==> src/rtl/pwr_rst_pkg.sv <==
// Package: register map, field positions and reset values of the power
// configuration and reset control registers.
// Assumes a byte-wide register port fed by the serial control interface.
`default_nettype none
package pwr_rst_pkg;
  localparam logic [7:0] power_configuration_addr = 8'h0c;
  localparam logic [7:0] reset_control_addr = 8'h0e;
  localparam logic [7:0] power_configuration_reset = 8'h00;
  localparam logic [7:0] reset_control_reset = 8'h00;
  localparam logic [4:0] used_bits_mask = 5'h1f;
  // Power configuration fields
  localparam int pc_bias_gen_bit = 4;
  localparam int pc_ext_res_bit = 3;
  localparam int pc_sw_clamp_sel_bit = 2;
  localparam int pc_sw_clamp_on_bit = 1;
  localparam int pc_standby_bit = 0;
  // Reset control fields
  localparam int rc_analog_bit = 4;
  localparam int rc_post_conv_bit = 3;
  localparam int rc_sensor_if_bit = 2;
  localparam int rc_state_bit = 1;
  localparam int rc_soft_bit = 0;
  localparam logic [6:0] bias_ctrl_reset = 7'h00;
  localparam logic [6:0] bias_full_all = 7'h7f;
endpackage : pwr_rst_pkg
`default_nettype wire

==> src/rtl/reset_stretch.sv <==
// Holds one block-reset output high while its cause is set.
// Assumes causes come from logic on mclk.
`default_nettype none
module reset_stretch (
  input wire logic mclk,
  input wire logic rstn,
  input wire logic clk_en,
  input wire logic cause,
  output logic hold
);
  // Registered so the targeted block sees a clean, glitch-free reset
  always_ff @(posedge mclk) begin
    if (!rstn) begin
      hold <= 1'b1;
    end else if (clk_en) begin
      hold <= cause;
    end
  end
endmodule : reset_stretch
`default_nettype wire

==> src/rtl/sensor_power_reset_control.sv <==
// Power configuration and reset control registers of the sensor.
// Assumes the serial control interface delivers decoded byte writes and
// reads on mclk; the analog blocks consume the registered controls.
`default_nettype none
module sensor_power_reset_control
  import pwr_rst_pkg::*;
(
  input wire logic mclk,
  input wire logic rstn,
  input wire logic clk_en,
  input wire logic init_pin,
  input wire logic [7:0] reg_addr,
  input wire logic [7:0] reg_wdata,
  input wire logic reg_wr,
  input wire logic reg_rd,
  input wire logic [6:0] bias_ctrl_in,
  output logic [7:0] reg_rdata,
  output logic [6:0] bias_current_full,
  output logic use_external_bias_resistor,
  output logic bias_gen_active,
  output logic clamp_software_mode,
  output logic clamp_on,
  output logic soft_standby,
  output logic sensor_if_reset,
  output logic post_conv_reset,
  output logic converter_block_reset,
  output logic state_reset,
  output logic device_reset
);
  import pwr_rst_pkg::*;

  // ==========================================================
  // Pin synchroniser
  logic init_meta_reg;
  logic init_sync_reg;
  always_ff @(posedge mclk) begin
    if (!rstn) begin
      init_meta_reg <= 1'b0;
      init_sync_reg <= 1'b0;
    end else if (clk_en) begin
      init_meta_reg <= init_pin;
      init_sync_reg <= init_meta_reg;
    end
  end

  // ==========================================================
  // Registers
  logic [4:0] power_configuration_reg;
  logic [4:0] reset_control_reg;
  logic soft_reset_active;
  // Soft reset bit and init pin wipe the programmable power register too
  assign soft_reset_active = reset_control_reg[rc_soft_bit] |
                             init_sync_reg;

  // The reset register itself stays writable during soft reset, otherwise
  // the host could never release it.
  always_ff @(posedge mclk) begin
    if (!rstn) begin
      reset_control_reg <= reset_control_reset[4:0];
    end else if (clk_en) begin
      if (init_sync_reg) begin
        reset_control_reg <= reset_control_reset[4:0];
      end else if (reg_wr && reg_addr == reset_control_addr) begin
        // No self clearing: host writes 0 to leave reset
        reset_control_reg <= reg_wdata[4:0] & used_bits_mask;
      end
    end
  end

  always_ff @(posedge mclk) begin
    if (!rstn) begin
      power_configuration_reg <= power_configuration_reset[4:0];
    end else if (clk_en) begin
      if (soft_reset_active) begin
        power_configuration_reg <= power_configuration_reset[4:0];
      end else if (reg_wr && reg_addr == power_configuration_addr) begin
        power_configuration_reg <= reg_wdata[4:0];
      end
    end
  end

  // Unused upper bits read as zero
  always_ff @(posedge mclk) begin
    if (!rstn) begin
      reg_rdata <= 8'h00;
    end else if (clk_en && reg_rd) begin
      case (reg_addr)
        power_configuration_addr:
          reg_rdata <= {3'h0, power_configuration_reg};
        reset_control_addr:
          reg_rdata <= {3'h0, reset_control_reg};
        default: reg_rdata <= 8'h00;
      endcase
    end
  end

  // ==========================================================
  // Power controls
  logic bias_en;
  assign bias_en = power_configuration_reg[pc_bias_gen_bit];

  always_ff @(posedge mclk) begin
    if (!rstn) begin
      bias_gen_active <= 1'b0;
    end else if (clk_en) begin
      bias_gen_active <= bias_en;
    end
  end

  // From the first enabled clock after reset, a disabled generator runs every block at resistor-set full current;
  // half settings are ignored until the generator is enabled again.
  always_ff @(posedge mclk) begin
    if (!rstn) begin
      bias_current_full <= bias_ctrl_reset;
    end else if (clk_en) begin
      if (bias_en) begin
        bias_current_full <= bias_ctrl_in;
      end else begin
        bias_current_full <= bias_full_all;
      end
    end
  end

  always_ff @(posedge mclk) begin
    if (!rstn) begin
      use_external_bias_resistor <= 1'b0;
    end else if (clk_en) begin
      use_external_bias_resistor <=
        power_configuration_reg[pc_ext_res_bit];
    end
  end

  always_ff @(posedge mclk) begin
    if (!rstn) begin
      clamp_software_mode <= 1'b0;
    end else if (clk_en) begin
      clamp_software_mode <=
        power_configuration_reg[pc_sw_clamp_sel_bit];
    end
  end

  // Gated here so the clamp cannot fight the internal clamp source
  always_ff @(posedge mclk) begin
    if (!rstn) begin
      clamp_on <= 1'b0;
    end else if (clk_en) begin
      clamp_on <= power_configuration_reg[pc_sw_clamp_sel_bit] &
                  power_configuration_reg[pc_sw_clamp_on_bit];
    end
  end

  always_ff @(posedge mclk) begin
    if (!rstn) begin
      soft_standby <= 1'b0;
    end else if (clk_en) begin
      soft_standby <= power_configuration_reg[pc_standby_bit];
    end
  end

  // ==========================================================
  // Block resets: soft reset covers every block, state reset every block but the device reset
  logic state_cause;
  logic sensor_if_cause;
  logic post_conv_cause;
  logic converter_cause;
  assign state_cause = reset_control_reg[rc_state_bit] |
                       soft_reset_active;
  assign sensor_if_cause = reset_control_reg[rc_sensor_if_bit] |
                           state_cause;
  assign post_conv_cause = reset_control_reg[rc_post_conv_bit] |
                           state_cause;
  assign converter_cause = reset_control_reg[rc_analog_bit] |
                           state_cause;

  // Each hold is a flop, so a block reset never glitches while the host
  // rewrites other bits of the reset register.
  reset_stretch u_sensor_if (
    .mclk(mclk),
    .rstn(rstn),
    .clk_en(clk_en),
    .cause(sensor_if_cause),
    .hold(sensor_if_reset)
  );

  reset_stretch u_post_conv (
    .mclk(mclk),
    .rstn(rstn),
    .clk_en(clk_en),
    .cause(post_conv_cause),
    .hold(post_conv_reset)
  );

  reset_stretch u_converter (
    .mclk(mclk),
    .rstn(rstn),
    .clk_en(clk_en),
    .cause(converter_cause),
    .hold(converter_block_reset)
  );

  // Held for as long as the cause stands; released one clock after it
  reset_stretch u_state (
    .mclk(mclk),
    .rstn(rstn),
    .clk_en(clk_en),
    .cause(state_cause),
    .hold(state_reset)
  );

  reset_stretch u_device (
    .mclk(mclk),
    .rstn(rstn),
    .clk_en(clk_en),
    .cause(soft_reset_active),
    .hold(device_reset)
  );
endmodule : sensor_power_reset_control
`default_nettype wire

==> config.mk <==
export PLATFORM = sky130hd
export DESIGN_NAME = sensor_power_reset_control
export DESIGN_NICKNAME = d
export VERILOG_FILES = /design/src/rtl/pwr_rst_pkg.sv /design/src/rtl/reset_stretch.sv /design/src/rtl/sensor_power_reset_control.sv
export SDC_FILE = /design/constraint.sdc
export NUM_CORES = 1
export LEC_CHECK = 0
export BUFFER_PORTS_ARGS = -buffer_cell sky130_fd_sc_hd__buf_2
export CAP_MARGIN = 20
export CORE_AREA = 2 2 53 64
export DETAILED_ROUTE_END_ITERATION = 7
export DIE_AREA = 0 0 55 66
export GPL_ROUTABILITY_DRIVEN = 0
export GPL_TIMING_DRIVEN = 0
export PLACE_DENSITY = 0.75
export SYNTH_ARGS = -nofsm -noshare
export SYNTH_HDL_FRONTEND = slang
export SYNTH_SLANG_ARGS = --single-unit
==> constraint.sdc <==
create_clock -name mclk -period 1.2 [get_ports mclk]
set_input_delay 0.12 -clock mclk [delete_from_list [all_inputs] [get_ports mclk]]
set_output_delay 0.12 -clock mclk [all_outputs]
set_load 0.05 [all_outputs]
==> run_results.csv <==
group,metric,value,unit
status,status,"completed",
final_layout,area_growth,24.8,%
yosys,syn_area,1360,sq um
setup_path,cp.arrival,1.32,ns
global_route,grt_pass1_vias,1133,
placed_design,dp_hpwl,2300,um
clock_network,ctsHoldBuffers,0,
yosys,synth_edf_count,0,
timing,report.final.slew_viol_count,0,
setup_path,startpoint_type,"register",
final_layout,nets,213,
setup_path,end_kind,"register",
routing,drt_iter0_markers,13,
yosys,ys_warn_count,0,
final_layout,seqCellArea,682,sq um
timing,hold_viol,0,
yosys,synthFlopType,"dfxtp_1",
min_path,worst_hold_path_type,"primary input to register",
routing,detail_route.first_pass.iterations,4,
yosys,netlist_top_cells_count,"dfxtp_1 (34), mux2i_1 (18), nand2_1 (11)",
yosys,synth_top_area_cell,"dfxtp_1",
floorplan,start_util,0.448,
final_layout,fill_cells,302,
clock_network,cts_resized,0,
timing,fin_crit_sh,0.909,
routing,num_vias,1133,
routing,antenna_left,0,
final_layout,antenna_cells,0,
floorplan,num_rows,22,
timing,fin_crit,1.09,ns
final_layout,regMostFlops,"bias_current_full",
flow_run,maxCapViolations,0,
setup_path,ff2ff_path_depth,3,
timing,skew,0.00505,ns
routing,drc,0,
setup_path,r2r_setup_slack,0.11,ns
yosys,ys_seq_area_frac,0.502,
power,ir_drop,0.862,mV
global_route,grt_overflow,0,
clock_network,cts.htree.levels,2,
setup_path,worst-path-max-fanout,5,
global_route,antenna_found_initial,0,
yosys,post-synth-top-count-cell,"dfxtp_1",
timing,setup_violations,0,
clock_network,cts-buffers-inserted,5,
final_layout,multi_input_area,629,sq um
routing,viasPerCell,5.17,
yosys,synth_cell_types,26,
yosys,synth_area_leaders,"dfxtp_1 (50%), mux2i_1 (13%), o221a_2 (5.8%)",
power,leakagePower,0.769,nW
routing,wl_per_cell,13.6,um
clock_network,clockRootBuffer,"clkbuf_4",
floorplan,io_pins,54,
timing,fmax,917,MHz
routing,totalWireLength,2980,um
yosys,syn_inst,130,
clock_network,clk_latency,0.33,ns
yosys,synth_seq_cells,34,
clock_network,clock_sinks,34,
timing,setup_tns,0,ns
final_layout,largest_reg_flops,7,
yosys,yosys.area.top_type_share,0.502,
setup_path,cp.required,1.43,ns
floorplan,die_h,66,um
global_route,grt_first_pass_wirelength,4910,um
setup_path,crit_type,"register to register",
timing,hold_slack,0.0132,ns
clock_network,post_cts_buffers,0,
global_route,grt_max_degree,11,
clock_network,cts_tree,"yes",
floorplan,die_x,55,um
floorplan,die-area,3630,sq um
final_layout,drive_gt1_frac,0.393,
placed_design,io_buffers,45,
min_path,hold_depth,2,
floorplan,fp.coreArea,3030,sq um
global_route,grtUsageTotal,0.191,
clock_network,clk_path_buf_depth,2,
yosys,async_flop_share,0,
yosys,synth.avg_cell_area,10.4,sq um
power,p_per_area,1290,nW/um^2
clock_network,clk_pin_slew_worst_paths,0.09,ns
==> worst paths after layout <==
path / start / to
min: reg_wdata[1] / reset_control_reg[1]
max reg2reg: init_sync_reg / reset_control_reg[3]
min reg2reg: u_state.hold / u_state.hold
max: init_sync_reg / reset_control_reg[3]
==> metrics by stage <==
stage	util	instance area, sq um	total power [mW]	setup WS (ns)	cells
after floorplan	-	1360	1.49	0.113	132
after global placement	0.539	1630	1.58	-0.0535	213
after detailed placement	0.539	1630	1.59	-0.0688	213
after CTS	0.556	1680	2.21	0.0269	219
after global routing	0.559	1690	2.29	-0.0135	219
final	0.559	1690	2.19	0.110	219
==> area by class of cell <==
type	count	share of cell area
clock buffers	6	0.0303
flip-flops and latches	34	0.403
multi-input cells	87	0.372
well taps	36	0.0266
plain buffers	10	0.0325
repair buffers	45	0.133
inverters	1	0.00222
==> cells by family after synthesis <==
family,after synthesis,share of synthesized area
DFF,34,0.502
AOI/OAI and AO/OA,25,0.160
and+or+nand+nor,41,0.159
muxes,18,0.133
buffers and inverters,11,0.0434
other,1,0.00277
==> power breakdown <==
| group | internal, mW | switching (mW) | leakage (nW) |
|---|---|---|---|
| combinational | 0.121 | 0.255 | 0.459 |
| clock | 0.264 | 0.356 | 0.0302 |
| sequential | 1.17 | 0.0216 | 0.279 |
==> worst max-delay path, stage by stage, from the launching register on <==
cell and delay, ns:
dfxtp_2 0.38, nor2b_1 0.08, a22o_1 0.28, a22o_1 0.24
==> layer usage <==
metal / track usage / routed length (um) / vias to the layer above
met1: 0.212 / 1210 / 534
li1: - / - / 572
met3: 0.0769 / 122 / 4
met5: 0 / 0 / -
met4: 0.0884 / 59 / 0
met2: 0.311 / 1590 / 23
==> cells in the final DEF, fill, tap and decap left out, drive strengths merged <==
| cell type | Yosys | routed |
|---|---|---|
| a211oi | 5 | 5 |
| a21bo | 1 | 1 |
| a21boi | 2 | 2 |
| a22o | 6 | 6 |
| and2 | 2 | 2 |
| and2b | 1 | 1 |
| and4bb | 1 | 1 |
| buf | 8 | 53 |
| clkbuf | 2 | 8 |
| conb | 1 | 3 |
| dfxtp | 34 | 34 |
| inv | 1 | 1 |
| mux2i | 18 | 18 |
| nand2 | 11 | 11 |
| nand2b | 3 | 3 |
| nand3 | 8 | 8 |
| nand4 | 1 | 1 |
| nor2 | 7 | 7 |
| nor2b | 6 | 6 |
| nor3 | 1 | 1 |
| o21ai | 3 | 3 |
| o221a | 7 | 7 |
| o31ai | 1 | 1 |
Note: power is estimated with default switching activity, not from simulation.
